===== src/include/css_pkg.sv =====
// shared constants for the charge session status controller
package css_pkg;

   localparam int unsigned CLK_HZ          = 100_000_000;
   localparam int unsigned CLK_PER_MS      = CLK_HZ / 1000;

   // times in milliseconds, then in ref_clk cycles
   localparam int unsigned INIT_TIME_MS    = 500;
   localparam int unsigned BLINK_PERIOD_MS = 1000;
   localparam int unsigned REQ_TIMEOUT_MS  = 1500;

   localparam int unsigned INIT_CYC        = INIT_TIME_MS * CLK_PER_MS;
   localparam int unsigned BLINK_CYC       = BLINK_PERIOD_MS * CLK_PER_MS;
   localparam int unsigned REQ_TIMEOUT_CYC = REQ_TIMEOUT_MS * CLK_PER_MS;

   localparam int unsigned LEVEL_W         = 8;
   localparam logic [7:0]  LEVEL_RST       = 8'h00;
   localparam logic [31:0] TIMER_RST       = 32'h0000_0000;
   localparam logic [2:0]  SYNC_RST        = 3'h0;

   typedef enum logic [2:0] {
      CSS_INIT,
      CSS_STANDBY,
      CSS_CONFIG,
      CSS_TRANSFER,
      CSS_FOD_FAULT,
      CSS_ERR_FAULT,
      CSS_COMPLETE
   } css_state_t;

endpackage


===== src/logic/css_session_ctrl.sv =====
// charge session state machine with status indicator drive
//
// How it works
// (RULE_01) after reset sit in init with green lit for half a second
// (RULE_02) standby searches for a receiver with both indicators dark
// (RULE_03) found receiver: collect its instructions first, then deliver power
// (RULE_04) during transfer green blinks once per second
// (RULE_05) foreign object aborts; red blinks per second until removal
// (RULE_06) any other error aborts; red steady until receiver removed
// (RULE_07) errors: link failure, excess voltage, current, power, temperature
// (RULE_08) receiver wants no more power: complete state, green steady
// (RULE_09) receiver removed from any state returns the controller to standby; removal during init is ignored until init ends
// (RULE_10) power requests stopping ends the current transaction
// (RULE_11) the receiver keeps sending power requests during a session
// (RULE_12) delivered level follows each new amount the receiver requests
// (RULE_13) power enabled only with receiver present, capped at its request
// (RULE_14) blink period from a clock counter, roughly half on, half off
`timescale 1ns/1ps

module css_session_ctrl #(
   parameter int unsigned INIT_CYC        = css_pkg::INIT_CYC,
   parameter int unsigned BLINK_CYC       = css_pkg::BLINK_CYC,
   parameter int unsigned REQ_TIMEOUT_CYC = css_pkg::REQ_TIMEOUT_CYC
) (
   input  wire logic                        ref_clk,
   input  wire logic                        resetn,
   input  wire logic                        rx_present_pin,
   input  wire logic                        fod_detect_pin,
   input  wire logic                        rx_config_done,
   input  wire logic                        rx_req_valid,
   input  wire logic [css_pkg::LEVEL_W-1:0] rx_req_level,
   input  wire logic                        rx_end_power,
   input  wire logic                        comm_error,
   input  wire logic                        over_volt,
   input  wire logic                        over_curr,
   input  wire logic                        over_power,
   input  wire logic                        over_temp,
   output logic                             led_green,
   output logic                             led_red,
   output logic                             power_en,
   output logic [css_pkg::LEVEL_W-1:0]      power_level,
   output css_pkg::css_state_t              session_state
);

   generate
      if (INIT_CYC < 1 || BLINK_CYC < 2 || REQ_TIMEOUT_CYC < 1)
      begin : g_bad_param
         $error("css_session_ctrl: cycle counts out of range");
      end
   endgenerate

   localparam logic [31:0] INIT_LAST  = 32'(INIT_CYC - 1);
   localparam logic [31:0] BLINK_LAST = 32'(BLINK_CYC - 1);
   localparam logic [31:0] BLINK_HALF = 32'(BLINK_CYC / 2);
   localparam logic [31:0] REQ_LAST   = 32'(REQ_TIMEOUT_CYC - 1);

   // pin synchronisers: three-stage shift, stage 0 feeds stage 1 and stage 1 feeds stage 2
   logic [2:0]                   pres_sync_reg;
   logic [2:0]                   pres_sync_next;
   logic [2:0]                   fod_sync_reg;
   logic [2:0]                   fod_sync_next;
   logic                         present_reg;
   logic                         present_next;
   logic                         fod_reg;
   logic                         fod_next;

   css_pkg::css_state_t          state_reg;
   css_pkg::css_state_t          state_next;
   logic [31:0]                  timer_reg;
   logic [31:0]                  timer_next;
   logic [31:0]                  wdog_reg;
   logic [31:0]                  wdog_next;
   logic [css_pkg::LEVEL_W-1:0]  level_reg;
   logic [css_pkg::LEVEL_W-1:0]  level_next;
   logic                         green_reg;
   logic                         green_next;
   logic                         red_reg;
   logic                         red_next;
   logic                         pwr_reg;
   logic                         pwr_next;
   logic                         any_error;
   logic                         blink_on;

   always_comb
   begin
      pres_sync_next = {pres_sync_reg[1:0], rx_present_pin};
      fod_sync_next  = {fod_sync_reg[1:0], fod_detect_pin};
      // a change is accepted once the last two stages agree
      present_next   = present_reg;
      fod_next       = fod_reg;
      if (pres_sync_reg[1] == pres_sync_reg[2])
      begin
         present_next = pres_sync_reg[2];
      end
      if (fod_sync_reg[1] == fod_sync_reg[2])
      begin
         fod_next = fod_sync_reg[2];
      end
   end

   always_ff @(posedge ref_clk or negedge resetn)
   begin
      if (!resetn)
      begin
         pres_sync_reg <= css_pkg::SYNC_RST;
         fod_sync_reg  <= css_pkg::SYNC_RST;
         present_reg   <= 1'b0;
         fod_reg       <= 1'b0;
      end
      else
      begin
         pres_sync_reg <= pres_sync_next;
         fod_sync_reg  <= fod_sync_next;
         present_reg   <= present_next;
         fod_reg       <= fod_next;
      end
   end

   assign any_error = comm_error | over_volt | over_curr | over_power
                    | over_temp; // RULE_07
   // the timer clears on each state change and wraps every period in blinking states, so the phase
   // restarts cleanly on entry
   assign blink_on  = (timer_next < BLINK_HALF); // RULE_14

   always_comb
   begin
      state_next = state_reg;
      timer_next = timer_reg + 32'h0000_0001;
      wdog_next  = TIMER_RST_F();
      level_next = level_reg;
      case (state_reg)
         css_pkg::CSS_INIT:
         begin
            if (timer_reg >= INIT_LAST) // RULE_01
            begin
               state_next = css_pkg::CSS_STANDBY;
            end
         end
         css_pkg::CSS_STANDBY:
         begin
            if (present_reg)
            begin
               state_next = css_pkg::CSS_CONFIG; // RULE_03
            end
         end
         css_pkg::CSS_CONFIG:
         begin
            wdog_next = wdog_reg + 32'h0000_0001;
            if (any_error)
            begin
               state_next = css_pkg::CSS_ERR_FAULT; // RULE_06
            end
            else if (rx_config_done)
            begin
               state_next = css_pkg::CSS_TRANSFER; // RULE_03
            end
            else if (wdog_reg >= REQ_LAST)
            begin
               state_next = css_pkg::CSS_STANDBY; // RULE_10
            end
         end
         css_pkg::CSS_TRANSFER:
         begin
            wdog_next = rx_req_valid ? TIMER_RST_F()
                                     : wdog_reg + 32'h0000_0001;
            if (rx_req_valid)
            begin
               level_next = rx_req_level; // RULE_12
            end
            if (fod_reg)
            begin
               state_next = css_pkg::CSS_FOD_FAULT; // RULE_05
            end
            else if (any_error)
            begin
               state_next = css_pkg::CSS_ERR_FAULT; // RULE_06
            end
            else if (rx_end_power)
            begin
               state_next = css_pkg::CSS_COMPLETE; // RULE_08
            end
            else if (!rx_req_valid && wdog_reg >= REQ_LAST)
            begin
               state_next = css_pkg::CSS_STANDBY; // RULE_10
            end
         end
         css_pkg::CSS_FOD_FAULT,
         css_pkg::CSS_ERR_FAULT,
         css_pkg::CSS_COMPLETE:
         begin
         end
         default:
         begin
            state_next = css_pkg::CSS_STANDBY;
         end
      endcase
      // removal overrides everything once init is done
      if (!present_reg && state_reg != css_pkg::CSS_INIT)
      begin
         state_next = css_pkg::CSS_STANDBY; // RULE_09
      end
      if (state_next != state_reg || (state_reg != css_pkg::CSS_INIT
                                      && timer_reg >= BLINK_LAST))
      begin
         timer_next = TIMER_RST_F();
      end
      if (state_next != css_pkg::CSS_TRANSFER)
      begin
         level_next = css_pkg::LEVEL_RST;
      end
      if (state_next != state_reg)
      begin
         wdog_next = TIMER_RST_F();
      end
   end

   function automatic logic [31:0] TIMER_RST_F();
      return css_pkg::TIMER_RST;
   endfunction

   // indicator and power drive, registered from the next state
   always_comb
   begin
      green_next = 1'b0;
      red_next   = 1'b0;
      pwr_next   = 1'b0;
      case (state_next)
         css_pkg::CSS_INIT:      green_next = 1'b1; // RULE_01
         css_pkg::CSS_STANDBY:   green_next = 1'b0; // RULE_02
         css_pkg::CSS_CONFIG:    green_next = 1'b0;
         css_pkg::CSS_TRANSFER:
         begin
            green_next = blink_on; // RULE_04
            pwr_next   = present_reg; // RULE_13
         end
         css_pkg::CSS_FOD_FAULT: red_next = blink_on; // RULE_05
         css_pkg::CSS_ERR_FAULT: red_next = 1'b1; // RULE_06
         css_pkg::CSS_COMPLETE:  green_next = 1'b1; // RULE_08
         default:
         begin
            green_next = 1'b0;
         end
      endcase
   end

   always_ff @(posedge ref_clk or negedge resetn)
   begin
      if (!resetn)
      begin
         state_reg <= css_pkg::CSS_INIT;
         timer_reg <= css_pkg::TIMER_RST;
         wdog_reg  <= css_pkg::TIMER_RST;
         level_reg <= css_pkg::LEVEL_RST;
         green_reg <= 1'b1;
         red_reg   <= 1'b0;
         pwr_reg   <= 1'b0;
      end
      else
      begin
         state_reg <= state_next;
         timer_reg <= timer_next;
         wdog_reg  <= wdog_next;
         level_reg <= level_next;
         green_reg <= green_next;
         red_reg   <= red_next;
         pwr_reg   <= pwr_next;
      end
   end

   assign led_green     = green_reg;
   assign led_red       = red_reg;
   assign power_en      = pwr_reg;
   // level is forced to zero outside transfer, so it never exceeds the request
   assign power_level   = pwr_reg ? level_reg : css_pkg::LEVEL_RST;
   assign session_state = state_reg;
endmodule // css_session_ctrl


===== config.mk =====
export PLATFORM = sky130hd
export DESIGN_NAME = css_session_ctrl
export DESIGN_NICKNAME = d
export VERILOG_FILES = /design/src/include/css_pkg.sv /design/src/logic/css_session_ctrl.sv
export SDC_FILE = /design/constraint.sdc
export NUM_CORES = 1
export LEC_CHECK = 0
export BUFFER_PORTS_ARGS = -buffer_cell sky130_fd_sc_hd__clkbuf_2
export CORE_ASPECT_RATIO = 1.4
export CORE_MARGIN = 2
export CORE_UTILIZATION = 50
export DETAILED_ROUTE_END_ITERATION = 10
export GPL_ROUTABILITY_DRIVEN = 0
export PLACE_DENSITY = 0.71
export SYNTH_ARGS = -nofsm -noshare
export SYNTH_HDL_FRONTEND = slang
export SYNTH_SLANG_ARGS = --single-unit

===== constraint.sdc =====
create_clock -name ref_clk -period 2.6 [get_ports ref_clk]
set_input_delay 0.26 -clock ref_clk [delete_from_list [all_inputs] [get_ports ref_clk]]
set_output_delay 0.26 -clock ref_clk [all_outputs]
set_load 0.005 [all_outputs]

==> results of run 1 <==
cell usage in the layout (no fill, tap or decap), drive strengths merged, types with 3 or more instances in the layout:
master,n
a2111oi,3
inv,10
or3,5
and2,11
nor3b,3
a311oi,3
clkbuf,41
nand3b,3
mux2i,3
nand3,27
a21oi,14
nand2,36
nor3,9
and4,5
nor2b,4
xor2,30
conb,9
nand4,19
o211ai,4
or4,6
clkinv,3
buf,39
a31oi,3
dfrtp,85
a211oi,6
xnor2,19
and3,14
nor2,77
o21ai,6
nor4,8
critical path, delay by kind of cell, from the launching register on:
family	cells	cell delay, ns
AO/OA/AOI/OAI	4	1.09
flip-flops	1	0.47
AND/OR/NAND/NOR	3	0.79
stage by stage:
step	hold slack (ns)	setup TNS, ns	area (sq um)	cells
6_report	0.02662	0	5495	663
5_1_grt	0.01286	0	5495	663
4_1_cts	0.01477	0	5444	661
3_5_place_dp	0.3426	-0.08276	5139	645
3_3_place_gp	0.3335	0	5139	645
2_1_floorplan	-0.03559	0	4647	488
layer usage:
| layer | GRT usage [%] | vias to the layer above | routed length [um] |
|---|---|---|---|
| li1 | - | 1846 | - |
| met1 | 25.27 | 1857 | 4263 |
| met2 | 40.67 | 83 | 5954 |
| met3 | 3.787 | 24 | 355 |
| met4 | 10.32 | 0 | 311 |
| met5 | 0 | - | 0 |
repair_timing:
| item | 4_1_cts | 5_1_grt |
|---|---|---|
| hold endpoints to repair | 26 | 0 |
| endpoints found under the setup margin | 1 | 26 |
| cloned | 0 | 0 |
| gates resized for setup | 2 | 7 |
| pin swaps | 0 | 3 |
| hold buffers | 1 | 0 |
| setup buffers | 0 | 2 |
logic make-up (layout without fill, tap and decap cells):
kind of cell | after synthesis | in the layout
multiplexers | 4 | 4
other | 1 | 9
flip-flops | 86 | 86
XOR/XNOR | 49 | 49
adder cells (fa/ha/maj) | 4 | 4
AO/OA/AOI/OAI | 67 | 67
AND/OR/NAND/NOR | 240 | 240
buffers and inverters | 29 | 97
final timing paths:
path	to	slack [ns]	startpoint
setup reg to reg	led_red	0.12	timer_reg[3]
hold / removal	fod_sync_reg[0]	0.03	fod_detect_pin
hold reg to reg	pres_sync_reg[1]	0.35	pres_sync_reg[0]
min in group asynchronous	timer_reg[14]	0.51	resetn
setup / recovery	led_red	0.12	timer_reg[3]
max in group asynchronous	wdog_reg[14]	1.47	resetn
power by group:
part	total (uW)	switching (uW)	internal (uW)
clock	1260	522	736
sequential	1510	104	1400
combinational	761	453	308
total	3530	1080	2450
cell type report:
class | instances | area share (%)
clock buffer | 9 | 4.098
clock inverter | 6 | 1.161
inverter | 10 | 0.6831
multi-input combinational | 373 | 43.78
sequential | 86 | 39.18
tap | 107 | 2.436
timing repair buffer | 72 | 8.652
==> flow_summary.yaml, run 1 <==
timing:
  setup_slack_ns: 0.1184
  tightest_slew_ns: 0.6951
  final_hold_viol_count: 0
  slew_headroom_pct: 53.66
  period_share_pct: 95.45
  setup_viol: 0
  maxSlewViolCount: 0
  fmax_mhz: 403.0
  period_needed_ns: 2.482
  rsz0062_at_grt: "false"
  clock_skew_ns: 0.004001
synthesis:
  ys_async_sr_fraction_pct: 100.0
  yosys_warnings: 0
  synth_top_family_by_area: "simple AND/OR/NAND/NOR gates"
  synthFlopType: "dfrtp_1"
  synth_edf_count: 0
  netlist_instances: 480
  yosysSeqAreaShare_pct: 46.64
  synth_top_area_share_pct: 46.07
  yosysUniqueCellTypes: 78
  synth_area_leader_cell: "dfrtp_1"
  synth-xor-area-share_pct: 9.295
  synthTopCellsByCount: "dfrtp_1, nor2_1, nand2_1"
  syn_area_per_cell_sq_um: 9.619
  synthAdderAreaFrac_pct: 0.9756
  synthSimpleGateAreaFrac_pct: 27.70
  synthMuxAreaShare_pct: 0.9756
  synth_area_leaders: "dfrtp_1, nor2_1, xor2_1"
  synth_seq_cells: 86
  yosysMostFrequentCell: "dfrtp_1"
  synth_area_sq_um: 4617
  synth_compound_area_share_pct: 11.52
critical_path:
  cp_cell_sequence: "nand3_4 -> or4b_4 -> a2111oi_4 -> o21ai_1 -> a221oi_2 -> nor3_2 -> a2111oi_2"
  reg2reg_depth: 7
  crit_path_end_kind: "register"
  max_stage_delay_ns: 0.56
  critPathLaunchType: "register"
  cp.required_ns: 2.82
  slowest_stage: "or4b_4"
  cp_max_fo: 7
  path_class: "register to register"
  worstPathArrival_ns: 2.70
floorplanning:
  die_area_sq_um: 10030
  ios: 34
  rows: 41
  die_x_um: 85.22
  initial_core_util_pct: 51.43
  die_h_um: 117.7
  core_area_sq_um: 8977
global_routing:
  grt_pass1_wl_mm: 17.95
  grt_pass1_vias: 3854
  grt_use_total_pct: 22.51
  grt_max_degree: 53
  grt.overflow.total: 0
  antenna_found_initial: 0
layout:
  finalCoreUtilization_pct: 61.21
  multiInputGateArea_sq_um: 2406
  area_delta_synth_final_pct: 19.02
  seq_area_sq_um: 2153
  drive_above_1_share_pct: 19.96
  n_antenna_cell: 0
  nNetsFinal: 574
  fillerInstances: 739
clock_tree:
  tritoncts: "built"
  cts.clk_slew.worst_paths_ns: 0.06
  clk_path_buf_depth: 2
  clock_latency_ns: 0.34
  cts.sinks: 86
  root_buffer: "clkbuf_16"
  numCtsBuffers: 9
  htree_levels: 3
placed_design:
  dp_hpwl_mm: 7.852
  portBuffers: 33
  dp_slack_ns: -0.08276
worst_hold_path:
  hp-class: "input port to register"
  hold_depth: 1
run:
  drv_cap: 0
status:
  outcome: "finished, final reports clean"
drt:
  antenna_left: 0
  drtIter0Drc: 220
  finalWirelength_mm: 10.88
  route.detailed.drc: 0
  wire_per_inst_um: 16.42
  vias: 3810
  drt-pass1-iter-count: 7
  via_per_inst: 5.747
pwr:
  cellLeakagePower_uw: 0.002315
  peakVddDrop_v: 0.0005033
  finalPower_uw: 3528
  power-per-cell-area_nw_per_um2: 641.9
No activity file was read; power rests on OpenSTA's default activity.
==> run 2: changes to the inputs <==
--- a/config.mk
+++ b/config.mk
@@ -12,6 +12,7 @@
 export DETAILED_ROUTE_END_ITERATION = 10
 export GPL_ROUTABILITY_DRIVEN = 0
 export PLACE_DENSITY = 0.71
+export REMOVE_ABC_BUFFERS = 1
 export SYNTH_ARGS = -nofsm -noshare
 export SYNTH_HDL_FRONTEND = slang
 export SYNTH_SLANG_ARGS = --single-unit
==> run 2 against run 1 <==
  * Critical path depth is 1 higher
  * Critical endpoint is now wdog_reg[14]
  * Maximum frequency decreased by 0.18%
  * Largest power group unchanged
  * Clock skew up 0.0012 ns
  * Critical path type unchanged
==> flow_summary.yaml, run 2 (same netlist as run 1, synthesis figures left out) <==
floorplanning:
  initial_core_util_pct: 51.43
  rows: 41
  die_area_sq_um: 10030
  die_x_um: 85.22
  core_area_sq_um: 8977
  ios: 34
  die_h_um: 117.7
clock_tree:
  numCtsBuffers: 9
  clk_path_buf_depth: 2
  tritoncts: "built"
  htree_levels: 3
  root_buffer: "clkbuf_16"
  post_cts_buffers: 0
  clock_latency_ns: 0.34
  cts.clk_slew.worst_paths_ns: 0.07
  cts.sinks: 86
drt:
  wire_per_inst_um: 15.14
  drtIter0Drc: 217
  route.detailed.drc: 0
  finalWirelength_mm: 10.05
  antenna_left: 0
  vias: 3805
  drt-pass1-iter-count: 7
  via_per_inst: 5.730
global_routing:
  use_met2_pct: 36.04
  met1_usage_pct: 25.90
  antenna_found_initial: 0
  busiest_layer: "met2"
  grt.overflow.total: 0
  grt_use_total_pct: 21.15
  grt_max_degree: 46
  grt_pass1_vias: 3789
  grt_pass1_wl_mm: 17.20
  use_met3_pct: 3.927
critical_path:
  crit_path_end_kind: "register"
  cp-endpoint: "wdog_reg[14]"
  cp_max_fo: 16
  reg2reg_depth: 8
  critPathLaunchType: "register"
  critPathLaunch: "timer_reg[31]"
  r2r-end: "wdog_reg[14]"
  cp.required_ns: 2.87
  path_class: "register to register"
  r2r-start: "timer_reg[31]"
  worstPathArrival_ns: 2.75
  ff2ff_setup_slack_ns: 0.11
pwr:
  cellLeakagePower_uw: 0.002312
  power-per-cell-area_nw_per_um2: 637.2
  finalPower_uw: 3531
  peakVddDrop_v: 0.0003987
layout:
  drive_above_1_share_pct: 21.01
  n_antenna_cell: 0
  layout_common_cells: "dfrtp_1, nor2_1, buf_4"
  nNetsFinal: 574
  finalCoreUtilization_pct: 61.73
  area_delta_synth_final_pct: 20.03
  final_common_cell: "dfrtp_1"
  final_area_sq_um: 5542
  fillerInstances: 744
timing:
  tightest_slew_ns: 0.6292
  maxSlewViolCount: 0
  clock_skew_ns: 0.005237
  slew_headroom_pct: 57.61
  period_needed_ns: 2.486
  setup_slack_ns: 0.1140
  fmax_mhz: 402.3
  setup_viol: 0
  fin_tns_setup_ns: 0
  rsz0062_at_grt: "false"
  period_share_pct: 95.61
  final_hold_viol_count: 0
placed_design:
  portBuffers: 33
  dp_hpwl_mm: 7.324
  dp_slack_ns: 0.009083
  placed_area_sq_um: 5154
run:
  drv_cap: 0
status:
  outcome: "finished, final reports clean"
worst_hold_path:
  hold_depth: 1
  hp-class: "input port to register"
-- run 2: changes by cell type in the layout (fill, tap and decap cells not counted), moves of 2 or more --
cell	change
inv_8	+2
nor4_1	-2
nor3_2	+2
nor4_2	+2
-- run 2: timing repair --
item	4_1_cts	5_1_grt
resized for setup	0	16
endpoints found under the hold margin	42	0
setup endpoints to repair	0	39
hold buffers	1	0
-- run 2: stage by stage --
step | hold WS, ns | std cells
2_1_floorplan | -0.03559 | 469
3_3_place_gp | 0.2899 | 647
3_5_place_dp | 0.2952 | 647
4_1_cts | 0.009299 | 664
5_1_grt | 0.003818 | 664
6_report | 0.02376 | 664
-- run 2: per-layer routing --
layer,vias to the layer above,routed length [um]
met1,1849,4281
met2,69,5290
li1,1860,-
met5,-,0
met4,0,251
met3,27,230
-- run 2: cell type report --
| class | count | area, sq um | share of cell area (%) |
|---|---|---|---|
| Clock buffer | 9 | 225.2 | 4.064 |
| Clock inverter | 7 | 67.56 | 1.219 |
| Inverter | 10 | 37.54 | 0.6774 |
| Multi-Input combinational cell | 373 | 2444 | 44.10 |
| Sequential cell | 86 | 2155 | 38.88 |
| Tap cell | 107 | 133.9 | 2.416 |
| Timing Repair Buffer | 72 | 479.2 | 8.648 |
-- run 2: worst min path at each step --
stage | from | end
after detailed placement | resetn | timer_reg[12]
after floorplan | resetn | fod_reg
final | fod_detect_pin | fod_sync_reg[0]
after global placement | resetn | timer_reg[12]
after CTS | fod_detect_pin | fod_sync_reg[0]
after global routing | fod_detect_pin | fod_sync_reg[0]
-- run 2: worst max-delay path, stage by stage (launching register included) --
cell	delay (ns)
dfrtp_1	0.36
or4_4	0.57
a2111oi_4	0.32
a21boi_2	0.12
or3_4	0.40
mux2i_4	0.18
nand4_4	0.16
buf_12	0.19
nor2_1	0.12
-- run 2: report_power, final --
| group | internal (uW) | switching [uW] |
|---|---|---|
| clock network | 670 | 572 |
| logic | 336 | 467 |
| registers | 1400 | 82.7 |
==> run 3: changes to the inputs <==
--- a/config.mk
+++ b/config.mk
@@ -5,13 +5,13 @@
 export SDC_FILE = /design/constraint.sdc
 export NUM_CORES = 1
 export LEC_CHECK = 0
-export BUFFER_PORTS_ARGS = -buffer_cell sky130_fd_sc_hd__clkbuf_2
 export CORE_ASPECT_RATIO = 1.4
 export CORE_MARGIN = 2
 export CORE_UTILIZATION = 50
 export DETAILED_ROUTE_END_ITERATION = 10
+export DONT_BUFFER_PORTS = 1
 export GPL_ROUTABILITY_DRIVEN = 0
-export PLACE_DENSITY = 0.71
+export PLACE_DENSITY = 0.68
 export REMOVE_ABC_BUFFERS = 1
 export SYNTH_ARGS = -nofsm -noshare
 export SYNTH_HDL_FRONTEND = slang
==> run 3 against run 2 <==
  * Sequential share of layout area is 1.2 points higher
  * Critical endpoint is now wdog_reg[12]
  * Via count down 3.8%
  * Highest routed layer unchanged
  * Global-route usage shrank 0.050 points
==> flow_summary.yaml, run 3 (same netlist as run 1, synthesis figures left out) <==
clock_tree:
  tritoncts: "built"
  cts.sinks: 86
  clock_latency_ns: 0.34
  htree_levels: 3
  cts.clk_slew.worst_paths_ns: 0.06
  root_buffer: "clkbuf_16"
  numCtsBuffers: 9
  clk_path_buf_depth: 2
drt:
  finalWirelength_mm: 9.921
  route.detailed.drc: 0
  drtIter0Drc: 205
  antenna_left: 0
  drt-pass1-iter-count: 4
  wire_per_inst_um: 15.65
  vias: 3659
  via_per_inst: 5.771
worst_hold_path:
  hp-start: "rx_req_level[4]"
  hp-class: "input port to register"
placed_design:
  dp_hpwl_mm: 7.196
  portBuffers: 0
global_routing:
  grt_pass1_wl_mm: 16.99
  grt.overflow.total: 0
  antenna_found_initial: 0
  grt_max_degree: 87
  grt_use_total_pct: 21.10
  grt_pass1_vias: 3701
layout:
  final_common_cell: "dfrtp_1"
  drive_above_1_share_pct: 15.94
  fillerInstances: 763
  layout_common_cells: "dfrtp_1, nor2_1, nand2_1, buf_4, xor2_1"
  seq_area_sq_um: 2157
  n_antenna_cell: 0
  multiInputGateArea_sq_um: 2392
  area_delta_synth_final_pct: 16.53
  nNetsFinal: 544
pwr:
  seqPwrFrac_pct: 43.2
  power-per-cell-area_nw_per_um2: 643.9
  finalPower_uw: 3464
  power.share.combinational_pct: 20.6
  swShare_pct: 31.39
  p_sw_uw: 1088
  p_clk_share_pct: 36.2
  peakVddDrop_v: 0.0004562
  cellLeakagePower_uw: 0.002180
  p_int_uw: 2377
floorplanning:
  rows: 41
  core_area_sq_um: 8977
  initial_core_util_pct: 51.43
  die_area_sq_um: 10030
  die_x_um: 85.22
  die_h_um: 117.7
  ios: 34
timing:
  clock_skew_ns: 0.005748
  setup_viol: 0
  fmax_mhz: 401.6
  fin_tns_setup_ns: 0
  period_needed_ns: 2.490
  rsz0062_at_grt: "true"
  period_share_pct: 95.77
  final_hold_viol_count: 0
  maxSlewViolCount: 0
critical_path:
  cp.required_ns: 2.87
  critPathLaunch: "timer_reg[31]"
  cp_cell_sequence: "or4_4 -> a2111oi_4 -> a21boi_2 -> or3_4 -> mux2i_2 -> nand4_4 -> buf_12 -> nor2_1"
  critPathLaunchType: "register"
  slowest_stage: "or4_4"
  path_class: "register to register"
  r2r-start: "timer_reg[31]"
  ff2ff_setup_slack_ns: 0.11
  max_stage_delay_ns: 0.57
  crit_family: "simple AND/OR/NAND/NOR gates"
  crit_path_end_kind: "register"
  crit_buf_inv: 1
  cp_max_fo: 16
  worstPathArrival_ns: 2.76
run:
  drv_cap: 0
status:
  outcome: "finished, final reports clean"
[run 3: cell count changes in the layout (fill, tap and decap cells not counted), sizes merged]
cell         previous run  this run
clkbuf                 41         9
dlygate4sd3             1         3
clkinvlp                2         1
inv                    13        14
[run 3: per-layer routing]
layer | GRT usage, % | share of wire [%] | vias up | wire length [um]
met2 | 35.79 | 55 | 59 | 5418
met5 | 0 | 0 | - | 0
met3 | 5.049 | 2.4 | 22 | 242
li1 | - | - | 1792 | -
met4 | 10.22 | 2.6 | 0 | 258
met1 | 24.63 | 40 | 1786 | 4001
[run 3: path summary, 6_finish.rpt]
| check | end | cells past startpoint |
|---|---|---|
| worst min-delay path | level_reg[4] | 2 |
| max in group asynchronous | led_green | 2 |
| min in group asynchronous | timer_reg[21] | 2 |
| worst max-delay path | wdog_reg[12] | 8 |
| worst min register to register | fod_sync_reg[1] | 0 |
| worst max register to register | wdog_reg[12] | 8 |
[run 3: timing repair]
action / 4_1_cts / 5_1_grt
endpoints found under the setup margin: 0 / 8
hold endpoints to repair: 88 / 0
hold buffers: 4 / 0
setup buffers: 0 / 0
resized for setup: 0 / 12
[run 3: through the flow]
| step | setup slack [ns] | hold WS [ns] | utilization [%] | cells | cell area [sq um] |
|---|---|---|---|---|---|
| floorplan | -0.1046 | -0.03559 | - | 469 | 4554 |
| global placement | 0.06854 | -0.03295 | 55.54 | 614 | 4986 |
| global route | -0.07625 | 0.03164 | 59.93 | 634 | 5380 |
| CTS | 0.03840 | 0.03725 | 59.53 | 634 | 5344 |
| detailed placement | 0.05856 | -0.03279 | 55.54 | 614 | 4986 |
| finish | 0.1099 | 0.05150 | 59.93 | 634 | 5380 |
[run 3: worst reg2reg max path, stage by stage, from the launching register on]
cell,delay [ns]
dfrtp_1,0.38
or4_4,0.57
a2111oi_4,0.34
a21boi_2,0.09
or3_4,0.38
mux2i_2,0.21
nand4_4,0.16
buf_12,0.18
nor2_1,0.11
[run 3: area by class of cell]
type / instances / area share [%]
Multi-Input combinational cell: 373 / 44.47
Sequential cell: 86 / 40.09
Tap cell: 107 / 2.488
Inverter: 10 / 0.6977
Clock buffer: 9 / 4.186
Clock inverter: 7 / 1.395
Timing Repair Buffer: 42 / 6.674
[run 3: power groups by stage]
| stage | logic (uW) | registers [uW] | clock network, uW |
|---|---|---|---|
| 2_1_floorplan | 448 | 1510 | 0 |
| 3_3_place_gp | 656 | 1520 | 0 |
| 3_5_place_dp | 666 | 1520 | 0 |
| 4_1_cts | 699 | 1500 | 1290 |
| 5_1_grt | 788 | 1510 | 1340 |
| 6_report | 714 | 1500 | 1250 |
